`config.mk`:
```
export PLATFORM = sky130hd
export DESIGN_NAME = motor_pwm_timebase
export DESIGN_NICKNAME = d
export VERILOG_FILES = /design/src/motor_pwm_timebase_pkg.sv /design/src/motor_pwm_timebase.sv
export SDC_FILE = /design/constraint.sdc
export NUM_CORES = 1
export LEC_CHECK = 0
export BUFFER_PORTS_ARGS = -buffer_cell sky130_fd_sc_hd__buf_2
export CAP_MARGIN = 20
export CORE_ASPECT_RATIO = 0.9
export CORE_MARGIN = 3
export CORE_UTILIZATION = 39
export CTS_CLUSTER_DIAMETER = 80
export DETAILED_ROUTE_END_ITERATION = 7
export PLACE_DENSITY_LB_ADDON = 0.15
export SYNTH_ARGS = -nofsm -noshare
export SYNTH_HDL_FRONTEND = slang
export SYNTH_SLANG_ARGS = --single-unit
```
`constraint.sdc`:
```
create_clock -name clk_sys_i -period 113.6 [get_ports clk_sys_i]
set_input_delay 28.4 -clock clk_sys_i [delete_from_list [all_inputs] [get_ports clk_sys_i]]
set_output_delay 28.4 -clock clk_sys_i [all_outputs]
set_load 0.02 [all_outputs]
```
`src/motor_pwm_timebase_pkg.sv`:
```
// package: register map, field layouts and timing constants of the pwm time base
package motor_pwm_timebase_pkg;

    // register byte offsets
    localparam logic [7:0] ADDR_PWM_CONTROL = 8'h00;
    localparam logic [7:0] ADDR_REPETITION_COUNT = 8'h04;
    localparam logic [7:0] ADDR_CHOPPER_CTRL = 8'h08;
    localparam logic [7:0] ADDR_SYS_CTRL = 8'h0C;
    localparam logic [7:0] ADDR_CMP_U = 8'h10;
    localparam logic [7:0] ADDR_CMP_V = 8'h14;
    localparam logic [7:0] ADDR_CMP_W = 8'h18;
    localparam logic [7:0] ADDR_PERIOD = 8'h1C;
    localparam logic [7:0] ADDR_STATUS = 8'h20;

    // reset values
    localparam logic [7:0] PWM_CONTROL_RESET = 8'h00;
    localparam logic [7:0] REPETITION_RESET = 8'h00;
    localparam logic [7:0] CHOPPER_RESET = 8'h00;
    localparam logic [2:0] SYS_CTRL_RESET = 3'h0;
    localparam logic [15:0] CMP_RESET = 16'h0000;
    localparam logic [15:0] PERIOD_RESET = 16'h00FF;

    // system control bit positions
    localparam int SYS_CLK_EN_BIT = 0;
    localparam int SYS_IRQ_EN_BIT = 1;
    localparam int SYS_FMTC_LOW_BIT = 2;

    // status field positions
    localparam int STAT_CNT_LSB = 0;
    localparam int STAT_REP_LSB = 16;
    localparam int STAT_DIR_BIT = 24;

    // pwm_control layout, bit 7 down to bit 0
    typedef struct packed {
        logic resolution_mode_sel;
        logic phase_u_full_duty;
        logic phase_v_full_duty;
        logic phase_w_full_duty;
        logic counter_align_sel;
        logic [2:0] counter_prescale;
    } pwm_ctrl_type;

    // chopper control layout, bit 7 down to bit 0
    typedef struct packed {
        logic [2:0] reserved;
        logic [1:0] chopper_target_sel;
        logic [2:0] chopper_freq_sel;
    } chop_ctrl_type;

    // inverter gate drive, one bit per phase u, v, w (msb first)
    typedef struct packed {
        logic [2:0] high;
        logic [2:0] low;
    } gate_drive_type;

    // counting direction of the center-aligned counter
    typedef enum logic [0:0] {
        DIR_UP = 1'b0,
        DIR_DOWN = 1'b1
    } count_dir_type;

    // timing
    localparam int unsigned CLK_FREQ_HZ = 100_000_000;
    localparam int unsigned CHOP_FREQ_HZ [8] = '{100_000, 200_000, 400_000, 500_000,
                                                 800_000, 1_000_000, 1_330_000, 2_000_000};
    localparam logic [2:0] PRESCALE_MAX_CODE = 3'h7;
    localparam logic [2:0] PRESCALE_MAX_DIV = 3'h7;

endpackage

```
`src/motor_pwm_timebase.sv`:
```
// three-phase pwm time base with repetition counter, full-duty override and chopper
//
// Design decisions made here: register access over Wishbone and the register addresses.
`timescale 1ns/10ps
`default_nettype none

module motor_pwm_timebase
    import motor_pwm_timebase_pkg::*;
(
    // clock and reset
    input wire logic clk_sys_i,
    input wire logic rst_n_i,
    // classic wishbone slave
    input wire logic wb_cyc_i,
    input wire logic wb_stb_i,
    input wire logic wb_we_i,
    input wire logic [7:0] wb_adr_i,
    input wire logic [3:0] wb_sel_i,
    input wire logic [31:0] wb_dat_i,
    output logic [31:0] wb_dat_o,
    output logic wb_ack_o,
    // inverter side
    output logic [2:0] pwm_phase_o,
    output gate_drive_type gate_o,
    output logic chopper_o,
    // update events
    output logic update_event_o,
    output logic update_irq_o
);

    // chopper half period in system clocks, doubled when fmtc runs at the low rate
    function automatic logic [10:0] chop_half(input logic [2:0] sel, input logic low);
        int unsigned half;
        half = CLK_FREQ_HZ / (2 * CHOP_FREQ_HZ[sel]);
        if (low) begin
            half = half * 2;
        end
        return half[10:0];
    endfunction

    // prescaler division factor; the top code divides by seven as printed
    function automatic logic [2:0] prescale_div(input logic [2:0] code);
        logic [2:0] d;
        d = code + 3'h1;
        if (code == 3'h0) begin
            d = 3'h1;
        end else if (code == PRESCALE_MAX_CODE) begin
            d = PRESCALE_MAX_DIV;
        end
        return d;
    endfunction

    // compare value actually used, by resolution mode
    function automatic logic [15:0] eff_compare(input logic [15:0] cmp, input logic res);
        logic [15:0] c;
        c = {cmp[15:3], 3'h0};
        if (res) begin
            c = {cmp[15:8], 8'h00};
        end
        return c;
    endfunction

    // byte-lane merge for a 16-bit register
    function automatic logic [15:0] merge16(input logic [15:0] old, input logic [15:0] dat,
                                            input logic [1:0] sel);
        logic [15:0] m;
        m = old;
        if (sel[0]) begin
            m[7:0] = dat[7:0];
        end
        if (sel[1]) begin
            m[15:8] = dat[15:8];
        end
        return m;
    endfunction

    pwm_ctrl_type ctrl_pre_q;
    pwm_ctrl_type ctrl_act_q;
    chop_ctrl_type chop_ctrl_q;
    logic [7:0] rep_pre_q;
    logic [7:0] rep_act_q;
    logic [7:0] rep_cnt_q;
    logic [2:0] sys_q;
    logic [15:0] cmp_pre_q [3];
    logic [15:0] cmp_act_q [3];
    logic [15:0] period_q;
    logic [2:0] full_act_q;
    logic [2:0] presc_cnt_q;
    logic [15:0] cnt_q;
    count_dir_type dir_q;
    logic en_dly_q;
    logic [10:0] chop_cnt_q;
    logic chop_q;
    logic [2:0] pwm_q;
    gate_drive_type gate_q;
    logic upd_q;
    logic irq_q;
    logic wb_ack_q;
    logic [31:0] wb_dat_q;

    logic req;
    logic wr;
    logic sys_en;
    logic start;
    logic tick;
    logic at_top;
    logic boundary;
    logic upd;
    logic [2:0] div;
    logic [10:0] half;
    logic [31:0] rd_mux;

    // bus decode; a write lands on the edge that also samples ack
    assign req = wb_cyc_i & wb_stb_i;
    assign wr = req & wb_we_i & wb_ack_q;
    assign sys_en = sys_q[SYS_CLK_EN_BIT];
    assign start = sys_en & ~en_dly_q;

    // prescaler tick and period boundary detection
    assign div = prescale_div(ctrl_act_q.counter_prescale);
    assign tick = sys_en & (presc_cnt_q == (div - 3'h1));
    // a period written below the running count still ends the period at once
    assign at_top = (cnt_q >= period_q);
    always_comb begin
        boundary = at_top;
        if (ctrl_act_q.counter_align_sel) begin
            case (dir_q)
                DIR_UP: boundary = at_top;
                DIR_DOWN: boundary = (cnt_q == 16'h0000);
                default: boundary = 1'b0;
            endcase
        end
    end

    // update: forced at enable, else when repetition counter expires
    assign upd = start | (tick & boundary & (rep_cnt_q == 8'h00));
    assign half = chop_half(chop_ctrl_q.chopper_freq_sel, sys_q[SYS_FMTC_LOW_BIT]);

    // wishbone ack, one cycle after the request, dropped the cycle after
    always_ff @(posedge clk_sys_i or negedge rst_n_i) begin
        if (!rst_n_i) begin
            wb_ack_q <= 1'b0;
        end else begin
            wb_ack_q <= req & ~wb_ack_q;
        end
    end

    // read mux; unmapped offsets read zero
    always_comb begin
        rd_mux = 32'h0000_0000;
        case (wb_adr_i)
            ADDR_PWM_CONTROL: rd_mux[7:0] = ctrl_pre_q;
            ADDR_REPETITION_COUNT: rd_mux[7:0] = rep_pre_q;
            ADDR_CHOPPER_CTRL: rd_mux[4:0] = chop_ctrl_q[4:0];
            ADDR_SYS_CTRL: rd_mux[2:0] = sys_q;
            ADDR_CMP_U: rd_mux[15:0] = cmp_pre_q[0];
            ADDR_CMP_V: rd_mux[15:0] = cmp_pre_q[1];
            ADDR_CMP_W: rd_mux[15:0] = cmp_pre_q[2];
            ADDR_PERIOD: rd_mux[15:0] = period_q;
            ADDR_STATUS: begin
                rd_mux[STAT_CNT_LSB +: 16] = cnt_q;
                rd_mux[STAT_REP_LSB +: 8] = rep_cnt_q;
                rd_mux[STAT_DIR_BIT] = dir_q;
            end
            default: rd_mux = 32'h0000_0000;
        endcase
    end

    // read data captured as ack rises
    always_ff @(posedge clk_sys_i or negedge rst_n_i) begin
        if (!rst_n_i) begin
            wb_dat_q <= 32'h0000_0000;
        end else if (req & ~wb_ack_q) begin
            wb_dat_q <= rd_mux;
        end
    end

    // control preload; override bits self-clear at update, a same-cycle write wins
    always_ff @(posedge clk_sys_i or negedge rst_n_i) begin
        if (!rst_n_i) begin
            ctrl_pre_q <= PWM_CONTROL_RESET;
        end else if (wr && wb_adr_i == ADDR_PWM_CONTROL && wb_sel_i[0]) begin
            ctrl_pre_q <= wb_dat_i[7:0];
        end else if (upd) begin
            ctrl_pre_q.phase_u_full_duty <= 1'b0;
            ctrl_pre_q.phase_v_full_duty <= 1'b0;
            ctrl_pre_q.phase_w_full_duty <= 1'b0;
        end
    end

    // other software registers
    always_ff @(posedge clk_sys_i or negedge rst_n_i) begin
        if (!rst_n_i) begin
            rep_pre_q <= REPETITION_RESET;
            chop_ctrl_q <= CHOPPER_RESET;
            sys_q <= SYS_CTRL_RESET;
            period_q <= PERIOD_RESET;
            for (int i = 0; i < 3; i++) begin
                cmp_pre_q[i] <= CMP_RESET;
            end
        end else if (wr) begin
            case (wb_adr_i)
                ADDR_REPETITION_COUNT: if (wb_sel_i[0]) rep_pre_q <= wb_dat_i[7:0];
                ADDR_CHOPPER_CTRL: if (wb_sel_i[0]) chop_ctrl_q <= {3'h0, wb_dat_i[4:0]};
                ADDR_SYS_CTRL: if (wb_sel_i[0]) sys_q <= wb_dat_i[2:0];
                ADDR_CMP_U: cmp_pre_q[0] <= merge16(cmp_pre_q[0], wb_dat_i[15:0], wb_sel_i[1:0]);
                ADDR_CMP_V: cmp_pre_q[1] <= merge16(cmp_pre_q[1], wb_dat_i[15:0], wb_sel_i[1:0]);
                ADDR_CMP_W: cmp_pre_q[2] <= merge16(cmp_pre_q[2], wb_dat_i[15:0], wb_sel_i[1:0]);
                ADDR_PERIOD: period_q <= merge16(period_q, wb_dat_i[15:0], wb_sel_i[1:0]);
                default: sys_q <= sys_q;
            endcase
        end
    end

    // active copies; while stopped the mode follows preload, else only at update
    always_ff @(posedge clk_sys_i or negedge rst_n_i) begin
        if (!rst_n_i) begin
            ctrl_act_q <= PWM_CONTROL_RESET;
            rep_act_q <= REPETITION_RESET;
            full_act_q <= 3'h0;
            for (int i = 0; i < 3; i++) begin
                cmp_act_q[i] <= CMP_RESET;
            end
        end else if (upd) begin
            ctrl_act_q <= ctrl_pre_q;
            rep_act_q <= rep_pre_q;
            full_act_q <= {ctrl_pre_q.phase_u_full_duty, ctrl_pre_q.phase_v_full_duty,
                           ctrl_pre_q.phase_w_full_duty};
            for (int i = 0; i < 3; i++) begin
                cmp_act_q[i] <= cmp_pre_q[i];
            end
        end else if (!sys_en) begin
            ctrl_act_q <= ctrl_pre_q;
            full_act_q <= 3'h0;
        end
    end

    // enable edge detect and repetition down-counter
    always_ff @(posedge clk_sys_i or negedge rst_n_i) begin
        if (!rst_n_i) begin
            en_dly_q <= 1'b0;
            rep_cnt_q <= 8'h00;
        end else begin
            en_dly_q <= sys_en;
            if (upd) begin
                rep_cnt_q <= rep_pre_q;
            end else if (tick && boundary) begin
                rep_cnt_q <= rep_cnt_q - 8'h01;
            end
        end
    end

    // prescaler
    always_ff @(posedge clk_sys_i or negedge rst_n_i) begin
        if (!rst_n_i) begin
            presc_cnt_q <= 3'h0;
        end else if (!sys_en || tick || presc_cnt_q >= div) begin
            presc_cnt_q <= 3'h0;
        end else begin
            presc_cnt_q <= presc_cnt_q + 3'h1;
        end
    end

    // pwm counter; center mode holds one tick at each turn so halves are equal
    always_ff @(posedge clk_sys_i or negedge rst_n_i) begin
        if (!rst_n_i) begin
            cnt_q <= 16'h0000;
            dir_q <= DIR_UP;
        end else if (!sys_en) begin
            cnt_q <= 16'h0000;
            dir_q <= DIR_UP;
        end else if (start) begin
            // first period after enable is a full one, counted from zero
            cnt_q <= 16'h0000;
            dir_q <= DIR_UP;
        end else if (tick) begin
            if (!ctrl_act_q.counter_align_sel) begin
                dir_q <= DIR_UP;
                cnt_q <= at_top ? 16'h0000 : cnt_q + 16'h0001;
            end else begin
                case (dir_q)
                    DIR_UP: begin
                        if (at_top) begin
                            dir_q <= DIR_DOWN;
                        end else begin
                            cnt_q <= cnt_q + 16'h0001;
                        end
                    end
                    DIR_DOWN: begin
                        if (cnt_q == 16'h0000) begin
                            dir_q <= DIR_UP;
                        end else begin
                            cnt_q <= cnt_q - 16'h0001;
                        end
                    end
                    default: dir_q <= DIR_UP;
                endcase
            end
        end
    end

    // chopper: toggles every half period, so the duty stays at one half
    always_ff @(posedge clk_sys_i or negedge rst_n_i) begin
        if (!rst_n_i) begin
            chop_cnt_q <= 11'h000;
            chop_q <= 1'b0;
        end else if (!sys_en) begin
            chop_cnt_q <= 11'h000;
            chop_q <= 1'b0;
        end else if (chop_cnt_q >= half - 11'h001) begin
            chop_cnt_q <= 11'h000;
            chop_q <= ~chop_q;
        end else begin
            chop_cnt_q <= chop_cnt_q + 11'h001;
        end
    end

    // phase outputs and gate drive; extension bit forces the phase high only while resolution_mode_sel is clear
    always_ff @(posedge clk_sys_i or negedge rst_n_i) begin
        if (!rst_n_i) begin
            pwm_q <= 3'h0;
            gate_q <= '0;
        end else begin
            for (int i = 0; i < 3; i++) begin
                logic ext;
                logic on;
                ext = full_act_q[2 - i];
                if (!ctrl_act_q.resolution_mode_sel) begin
                    ext = ext | cmp_act_q[i][15];
                end
                on = sys_en & (ext | (cnt_q < eff_compare(cmp_act_q[i],
                                                          ctrl_act_q.resolution_mode_sel)));
                pwm_q[2 - i] <= on;
                gate_q.high[2 - i] <= on & (~chop_ctrl_q.chopper_target_sel[1] | chop_q);
                gate_q.low[2 - i] <= sys_en & ~on &
                                     (~chop_ctrl_q.chopper_target_sel[0] | chop_q);
            end
        end
    end

    // update pulse and gated interrupt; the transfer itself never waits for the enable
    always_ff @(posedge clk_sys_i or negedge rst_n_i) begin
        if (!rst_n_i) begin
            upd_q <= 1'b0;
            irq_q <= 1'b0;
        end else begin
            upd_q <= upd;
            irq_q <= upd & sys_q[SYS_IRQ_EN_BIT];
        end
    end

    assign wb_ack_o = wb_ack_q;
    assign wb_dat_o = wb_dat_q;
    assign pwm_phase_o = pwm_q;
    assign gate_o = gate_q;
    assign chopper_o = chop_q;
    assign update_event_o = upd_q;
    assign update_irq_o = irq_q;

    // checks
    AST_CHOP_HALF: assert property (@(posedge clk_sys_i) disable iff (!rst_n_i)
        (sys_en && $past(sys_en) && chop_q != $past(chop_q) && $past(half) == $past(half, 2))
        |-> $past(chop_cnt_q) == $past(half) - 11'h001)
        else $error("chopper toggled off its half period");
    AST_FULL_CLEAR: assert property (@(posedge clk_sys_i) disable iff (!rst_n_i)
        (upd && !(wr && wb_adr_i == ADDR_PWM_CONTROL)) |=>
        !(ctrl_pre_q.phase_u_full_duty | ctrl_pre_q.phase_v_full_duty | ctrl_pre_q.phase_w_full_duty))
        else $error("override bit not cleared after update");
    AST_FULL_XFER: assert property (@(posedge clk_sys_i) disable iff (!rst_n_i)
        upd |=> full_act_q == {$past(ctrl_pre_q.phase_u_full_duty),
                               $past(ctrl_pre_q.phase_v_full_duty), $past(ctrl_pre_q.phase_w_full_duty)})
        else $error("override bits not transferred at update");
    AST_FULL_DUTY: assert property (@(posedge clk_sys_i) disable iff (!rst_n_i)
        (sys_en && full_act_q[2]) |=> pwm_phase_o[2])
        else $error("phase u not at full duty under override");
    AST_REP_RELOAD: assert property (@(posedge clk_sys_i) disable iff (!rst_n_i)
        upd |=> (rep_cnt_q == rep_act_q) && update_event_o)
        else $error("repetition counter not reloaded at update");
    AST_REP_STEP: assert property (@(posedge clk_sys_i) disable iff (!rst_n_i)
        (tick && boundary && !upd) |=> rep_cnt_q == $past(rep_cnt_q) - 8'h01)
        else $error("repetition counter did not step at boundary");
    AST_IRQ_GATE: assert property (@(posedge clk_sys_i) disable iff (!rst_n_i)
        update_irq_o |-> $past(sys_q[SYS_IRQ_EN_BIT]) && update_event_o)
        else $error("update interrupt while disabled");
    AST_START_UPD: assert property (@(posedge clk_sys_i) disable iff (!rst_n_i)
        $rose(sys_en) |-> upd ##1 (rep_act_q == $past(rep_pre_q)))
        else $error("enable did not force update");
    AST_EDGE_WRAP: assert property (@(posedge clk_sys_i) disable iff (!rst_n_i)
        (tick && !ctrl_act_q.counter_align_sel && at_top) |=> cnt_q == 16'h0000)
        else $error("edge counter did not wrap at period");
    AST_CENTER_TURN: assert property (@(posedge clk_sys_i) disable iff (!rst_n_i)
        (tick && ctrl_act_q.counter_align_sel && dir_q == DIR_UP && at_top) |=> dir_q == DIR_DOWN)
        else $error("center counter did not turn at period");
    AST_ACT_HOLD: assert property (@(posedge clk_sys_i) disable iff (!rst_n_i)
        (sys_en && !upd) |=> $stable(ctrl_act_q) && $stable(rep_act_q))
        else $error("active copy changed outside update");

endmodule

`default_nettype wire

```
# Word-level counts from Yosys, hierarchy flattened
# Memories as Yosys holds them, arrays and structs flattened.
# Cells that the tools add are included.
dict set report word_totals {
  ram_bits 0
  word_cells 181
  memories 1
  out_inout_bits 45
  mem_bits_ro 256
  latchBits 0
  reg_bits 222
  input_bits 49
}
# memory depth width read_ports rd_clocked_by_memory_dff wr line
set memory_table {}
lappend memory_table {{(no name shown)} 8 32 1 0 0 motor_pwm_timebase.sv:34} ;# half = CLK_FREQ_HZ / (2 * CHOP_FREQ_HZ[sel]);
dict set report classes {
  n_mux 46
  addsub 8
  eq_ne 15
  n_bitwise 40
  n_reduce_logical 24
  n_shift 0
  n_mul 0
  div 1
  order_cmp 7
}
# op count
set ops {}
lappend ops {{2-to-1 mux 16 bit} 7}
lappend ops {{2-to-1 mux 31 bit} 2}
lappend ops {{2-to-1 mux 8 bit} 7}
lappend ops {{< comparator 16 bit} 3}
lappend ops {{case mux 8 bit (5 select lines)} 1}
lappend ops {{AND reduction 3 bit} 12}
lappend ops {{2-to-1 mux 11 bit} 3}
lappend ops {{divider 27 x 32 -> 32 bit, first input constant} 1}
lappend ops {{equality test 8 x 5 -> 1 bit, second input constant} 4}
lappend ops {{case mux 16 bit (2 select lines)} 1}
lappend ops {{case mux 3 bit (9 select lines)} 1}
lappend ops {{AND 1 bit} 21}
lappend ops {{2-to-1 mux 3 bit} 7}
lappend ops {{case mux 3 bit (7 select lines)} 1}
lappend ops {{adder 16 x 1 -> 16 bit, second input constant} 1}
lappend ops {{equality test 8 x 4 -> 1 bit, second input constant} 2}
lappend ops {{>= comparator 16 bit} 1}
lappend ops {{zero test 16 bit} 1}
lappend ops {{zero test 8 bit} 2}
lappend ops {{case mux 2 bit (8 select lines)} 1}
lappend ops {{subtractor 16 x 1 -> 16 bit, second input constant} 1}
lappend ops {{2-to-1 mux 1 bit} 12}
lappend ops {{adder 11 x 1 -> 11 bit, second input constant} 1}
lappend ops {{>= comparator 11 bit} 1}
lappend ops {{23 further kinds} 47}

# Logic depth before layout (Yosys ltp)
dict set report logic_depth {
  depth_word 11
  depth_mapped 241
  depth_no_buf 224
}

# Worst setup path after synthesis
# No wires, ideal clock.
dict set report synth_path {
  kind {register to register}
  from {register chop_ctrl_q[0] in the netlist's numbering}
  to {register chop_cnt_q[10]}
  path_stages_with_launch 227
  required_ns 113.526
  path_buffers 26
  setup_time_ns 0.074
  slack_ns 68.342
  period_less_slack_ns 45.258
  arrival_time_ns 45.184
  path_cell_list {dfrtp_1 > clkbuf_1 > buf_6 > inv_1 > ha_1 > or2_2 > clkbuf_1 > inv_1 > nor2_1 > clkinv_1 > ha_1 > o21a_1 > o211ai_1 > nor2_1 > and2_1 > buf_6 > and2_1 > ha_1 > [... 191 more ...] > o21ai_0 > ha_1 > ha_1 > nor2b_1 > o21ai_0 > nand2b_1 > a21oi_1 > nor2b_1 > o21ai_0 > nand2_1 > a21o_1 > a21oi_1 > nor2b_1 > o21ai_0 > nand2b_1 > a21oi_1 > nand2_1 > nor2_1}
}
dict set report synth_via {
  elab_chain_cells 10
}
# item line
set synth_lines {}
lappend synth_lines {{from (decl)} motor_pwm_timebase.sv:79} ;# chop_ctrl_type chop_ctrl_q;
lappend synth_lines {{from (signal assigned)} motor_pwm_timebase.sv:204} ;# ADDR_CHOPPER_CTRL: if (wb_sel_i[0]) chop_ctrl_q <= {3'h0, wb_dat_i[4:0]};
lappend synth_lines {{NOT 3 -> 4 bit (implied by the code)} motor_pwm_timebase.sv:34}
lappend synth_lines {{memory (8 x 32 bit)} -}
lappend synth_lines {{2-to-1 mux 31 bit (implied by the code) (2 in a row)} motor_pwm_timebase.sv:34}
lappend synth_lines {{divider 27 x 32 -> 32 bit} motor_pwm_timebase.sv:34}
lappend synth_lines {{2-to-1 mux 11 bit} motor_pwm_timebase.sv:35} ;# if (low) begin
lappend synth_lines {{subtractor 11 x 1 -> 11 bit} motor_pwm_timebase.sv:310} ;# end else if (chop_cnt_q >= half - 11'h001) begin
lappend synth_lines {{>= comparator 11 bit} motor_pwm_timebase.sv:310}
lappend synth_lines {{2-to-1 mux 11 bit} motor_pwm_timebase.sv:310}
lappend synth_lines {{2-to-1 mux 11 bit} motor_pwm_timebase.sv:307} ;# end else if (!sys_en) begin
lappend synth_lines {{to (signal assigned)} motor_pwm_timebase.sv:314} ;# chop_cnt_q <= chop_cnt_q + 11'h001;
lappend synth_lines {{to (decl)} motor_pwm_timebase.sv:92} ;# logic [10:0] chop_cnt_q;
# No other way between the ends. The select of a mux whose other input is x is not followed.
# A chain may end at the register's enable or synchronous reset.

# Worst setup path after layout
dict set report layout_path {
  from {register chop_ctrl_q[1] in the netlist's numbering}
  to {register chop_cnt_q[3]}
}
# Same word-level chain as after synthesis.

==> run summary <==
status: finished, final reports clean
CP max FO: 33
TritonCTS Buffers: 20
Hold-fix buffers, CTS: 0
PD cells: 6.827 nW/µm²
post-layout util: 42.74%
critical path's top delay family: compound AO/OA/AOI/OAI gates
Hold Path Class: reg2reg
post-synth top area share: 17.40%
largest net degree at the start of global routing: 93
Congestion Overflow GR: 0
Synth area leaders: dfrtp_1, ha_1, mux2_2
CP max stage delay: 780 ps
CORE AREA: 73980 µm²
Max Buffers Root-to-Sink: 3
worst endpoint data arrival time: 52870 ps
Layout Nets: 4236
CTS root buffer: clkbuf_16
CP startpoint kind: register
Synth Cell Area: 29480 µm²
Die Width: 295.8 µm
CTS clock-pin slew for the worst setup and hold paths: 70 ps
first-pass GRT wire length: 157100 µm
Via Count: 28.57k
Peak VDD IR: 13.22 µV
total power: 215.9 µW
Distinct cells, synth: 127
pre-CTS WS: 62310 ps
final WL: 100100 µm
relative slew slack: 25.38%
Crit Path Class: reg2reg
number of synthesized flops with an enable pin: 0
PortBufs: 68
Tot GR Track Use: 24.82%
DR iter-0 viols: 2206
unrepaired setup endpoints after global routing: false
Synth Warn #: 0
FF+latch count, synth: 213
CTS H-tree depth: 1
highest clock rate: 0.01907 GHz
drt drc: 0
Final Max Tran Viols: 0
Vert. Die Dim: 266.8 µm
drt wl/cell: 20.72 µm
Tcrit/Tclk final: 46.16%
TritonCTS clock tree: built
Async SR Flop Fraction: 100.0%
Pre-antenna DRT Iters: 6
layout cells sized above 1: 11.03%
WP buf/inv: 14
register area share after synthesis: 18.12%
PnR worst setup slack: 61170 ps
DP Wirelength: 75890 µm
Post-DRT Antenna Nets: 0
Post-CTS Setup Bufs: 0
I/O pins: 94
Fin Clk Skew: 13.25 ps
number of global-route vias before repair: 26.96k
Die ar.: 78930 µm²
Pleak: 0.01408 µW
Syn Area/Cell: 7.719 µm²
area leader, netlist: dfrtp_1
DR vias/cell: 5.912
post-CTS sizing: 0
Syn-to-layout area delta: 7.258%
antenna violations before repair: 2
Tmin final: 52430 ps
final RePlAce weighted congestion: 0.9180
Rows: 94
ys flop type: dfrtp_1
Setup-failing EPs final: 0
Max-Cap Viols: 0
setup TNS: 0 ps
Starting Density: 39.85%
CP max-delay cell: o21ai_0
Final Hold Viols: 0
CP endpoint kind: register
Mapped Cells: 3819
Hold WS: 467.1 ps
worst slew pin tran: 1115 ps
CP required: 114030 ps
total clock sinks: 213
clk_lat worst skew: 510 ps
[power by group]
group	leakage (µW)	internal (µW)	switching [µW]	total (µW)
Sequential	0.00292	76.1	0.234	76.3
Combinational	0.0108	25.5	43.2	68.7
Clock	0.000332	41.0	29.8	70.8
[placed cells by master, fill, tap and decap left out, drive strengths merged, types with 19 or more instances in the layout]
| master | Yosys | final |
|---|---|---|
| a211oi | 35 | 35 |
| a21o | 90 | 90 |
| a21oi | 298 | 298 |
| a22o | 20 | 20 |
| a22oi | 19 | 19 |
| a31oi | 52 | 52 |
| and2 | 52 | 52 |
| and3 | 42 | 42 |
| buf | 49 | 129 |
| clkbuf | 83 | 29 |
| conb | 2 | 21 |
| dfrtp | 205 | 205 |
| ha | 330 | 330 |
| inv | 174 | 174 |
| mux2 | 155 | 155 |
| mux2i | 43 | 43 |
| nand2 | 448 | 448 |
| nand2b | 71 | 71 |
| nand3 | 107 | 107 |
| nand4 | 28 | 28 |
| nor2 | 303 | 303 |
| nor2b | 63 | 63 |
| nor3 | 67 | 67 |
| nor4 | 27 | 27 |
| o211ai | 43 | 43 |
| o21a | 51 | 51 |
| o21ai | 317 | 317 |
| o21bai | 26 | 26 |
| o31ai | 43 | 43 |
| or2 | 22 | 22 |
| or3 | 39 | 39 |
| xnor2 | 144 | 144 |
| xor2 | 72 | 72 |
[synth_stat cells (all sizes together) (9+ instances only)]
cell       n
a21boi    15
clkbuf    83
a211oi    35
or2       22
o21a      51
a31oi     52
dfrtp    205
mux2i     43
a22oi     19
a221oi    16
o21bai    26
o31ai     43
and4      13
nor4      27
buf       49
o21ai    317
nand2b    71
a32oi     10
xor2      72
o211ai    43
a222oi     9
xnor2    144
nor3      67
or4       15
o2111ai   13
and3      42
nand4     28
mux2     155
nor2b     63
a22o      20
nand3    107
a211o     12
or3       39
o22ai     11
nor2     303
inv      174
a31o      11
a21o      90
nand2    448
and2      52
ha       330
a2111oi   18
a21oi    298
[sequential cells by signal, indices dropped and copies added, names as in the netlist]
signal / cells
chopper_o: 1
dir_q: 1
period_q: 16
ctrl_pre_q: 8
rep_pre_q: 8
full_act_q: 3
chop_ctrl_q: 5
ctrl_act_q: 5
cmp_act_q: 39
gate_o: 6
sys_q: 3
update_irq_o: 1
rep_cnt_q: 8
cmp_pre_q: 48
update_event_o: 1
presc_cnt_q: 3
pwm_phase_o: 3
wb_ack_o: 1
chop_cnt_q: 11
cnt_q: 16
wb_dat_o: 25
en_dly_q: 1
[cells by family (layout without fill, tap and decap cells)]
group,after synthesis,count (layout),share of synthesized area [%]
simple gates,1343,1343,22.32
compound gates,1209,1209,27.08
fa+ha+maj,330,330,14.01
buf+inv,308,340,4.520
xor+xnor,216,216,6.469
flops,213,213,18.12
mux,198,198,7.462
other cells,2,23,0.02548
[final timing paths]
check | from | to | slack [ps] | cells after the start
setup / recovery | chop_ctrl_q[1] | chop_cnt_q[3] | 61170 | 206
hold / removal | cmp_act_q[22] | cmp_act_q[22] | 470 | 2
setup reg to reg | chop_ctrl_q[1] | chop_cnt_q[3] | 61170 | 206
hold reg to reg | cmp_act_q[22] | cmp_act_q[22] | 470 | 2
max in group asynchronous | rst_n_i | period_q[14] | 83660 | 3
min in group asynchronous | rst_n_i | rep_pre_q[5] | 27890 | 1
[worst reg2reg max path, delay by kind of cell, from the launching register on]
kind                     cells  cell delay [ps]
AO/OA/AOI/OAI              107            26080
AND/OR/NAND/NOR             52            11240
adder cells (fa/ha/maj)     22             7320
multiplexers                 9             3690
buffers and inverters       14             3270
XOR/XNOR                     2              420
flip-flops                   1              380
[final cells by class]
type	count	area, µm²
clock inverter	6	82.58
fill	7640	42360
tap	960	1201
multi-input combinational	3317	22920
timing repair buffer	129	808.3
clock buffer	29	595.6
antenna	2	5.005
inverter	176	660.6
sequential	213	5341
[metrics by stage]
step	area, µm²	std cells
2_1_floorplan	29550	3838
3_3_place_gp	30930	4795
3_5_place_dp	30930	4795
4_1_cts	31610	4830
5_1_grt	31610	4830
6_report	31620	4832
[layer usage]
metal	global-route usage (%)	wire, µm	part of all wire, %	up-vias
li1	-	-	-	14180
met1	35.17	47270	47	13580
met2	41.78	46400	46	702
met3	1.631	4588	4.6	111
met4	4.575	1889	1.9	0
met5	0	0	0	-
Note: power is estimated with default switching activity, not from simulation.
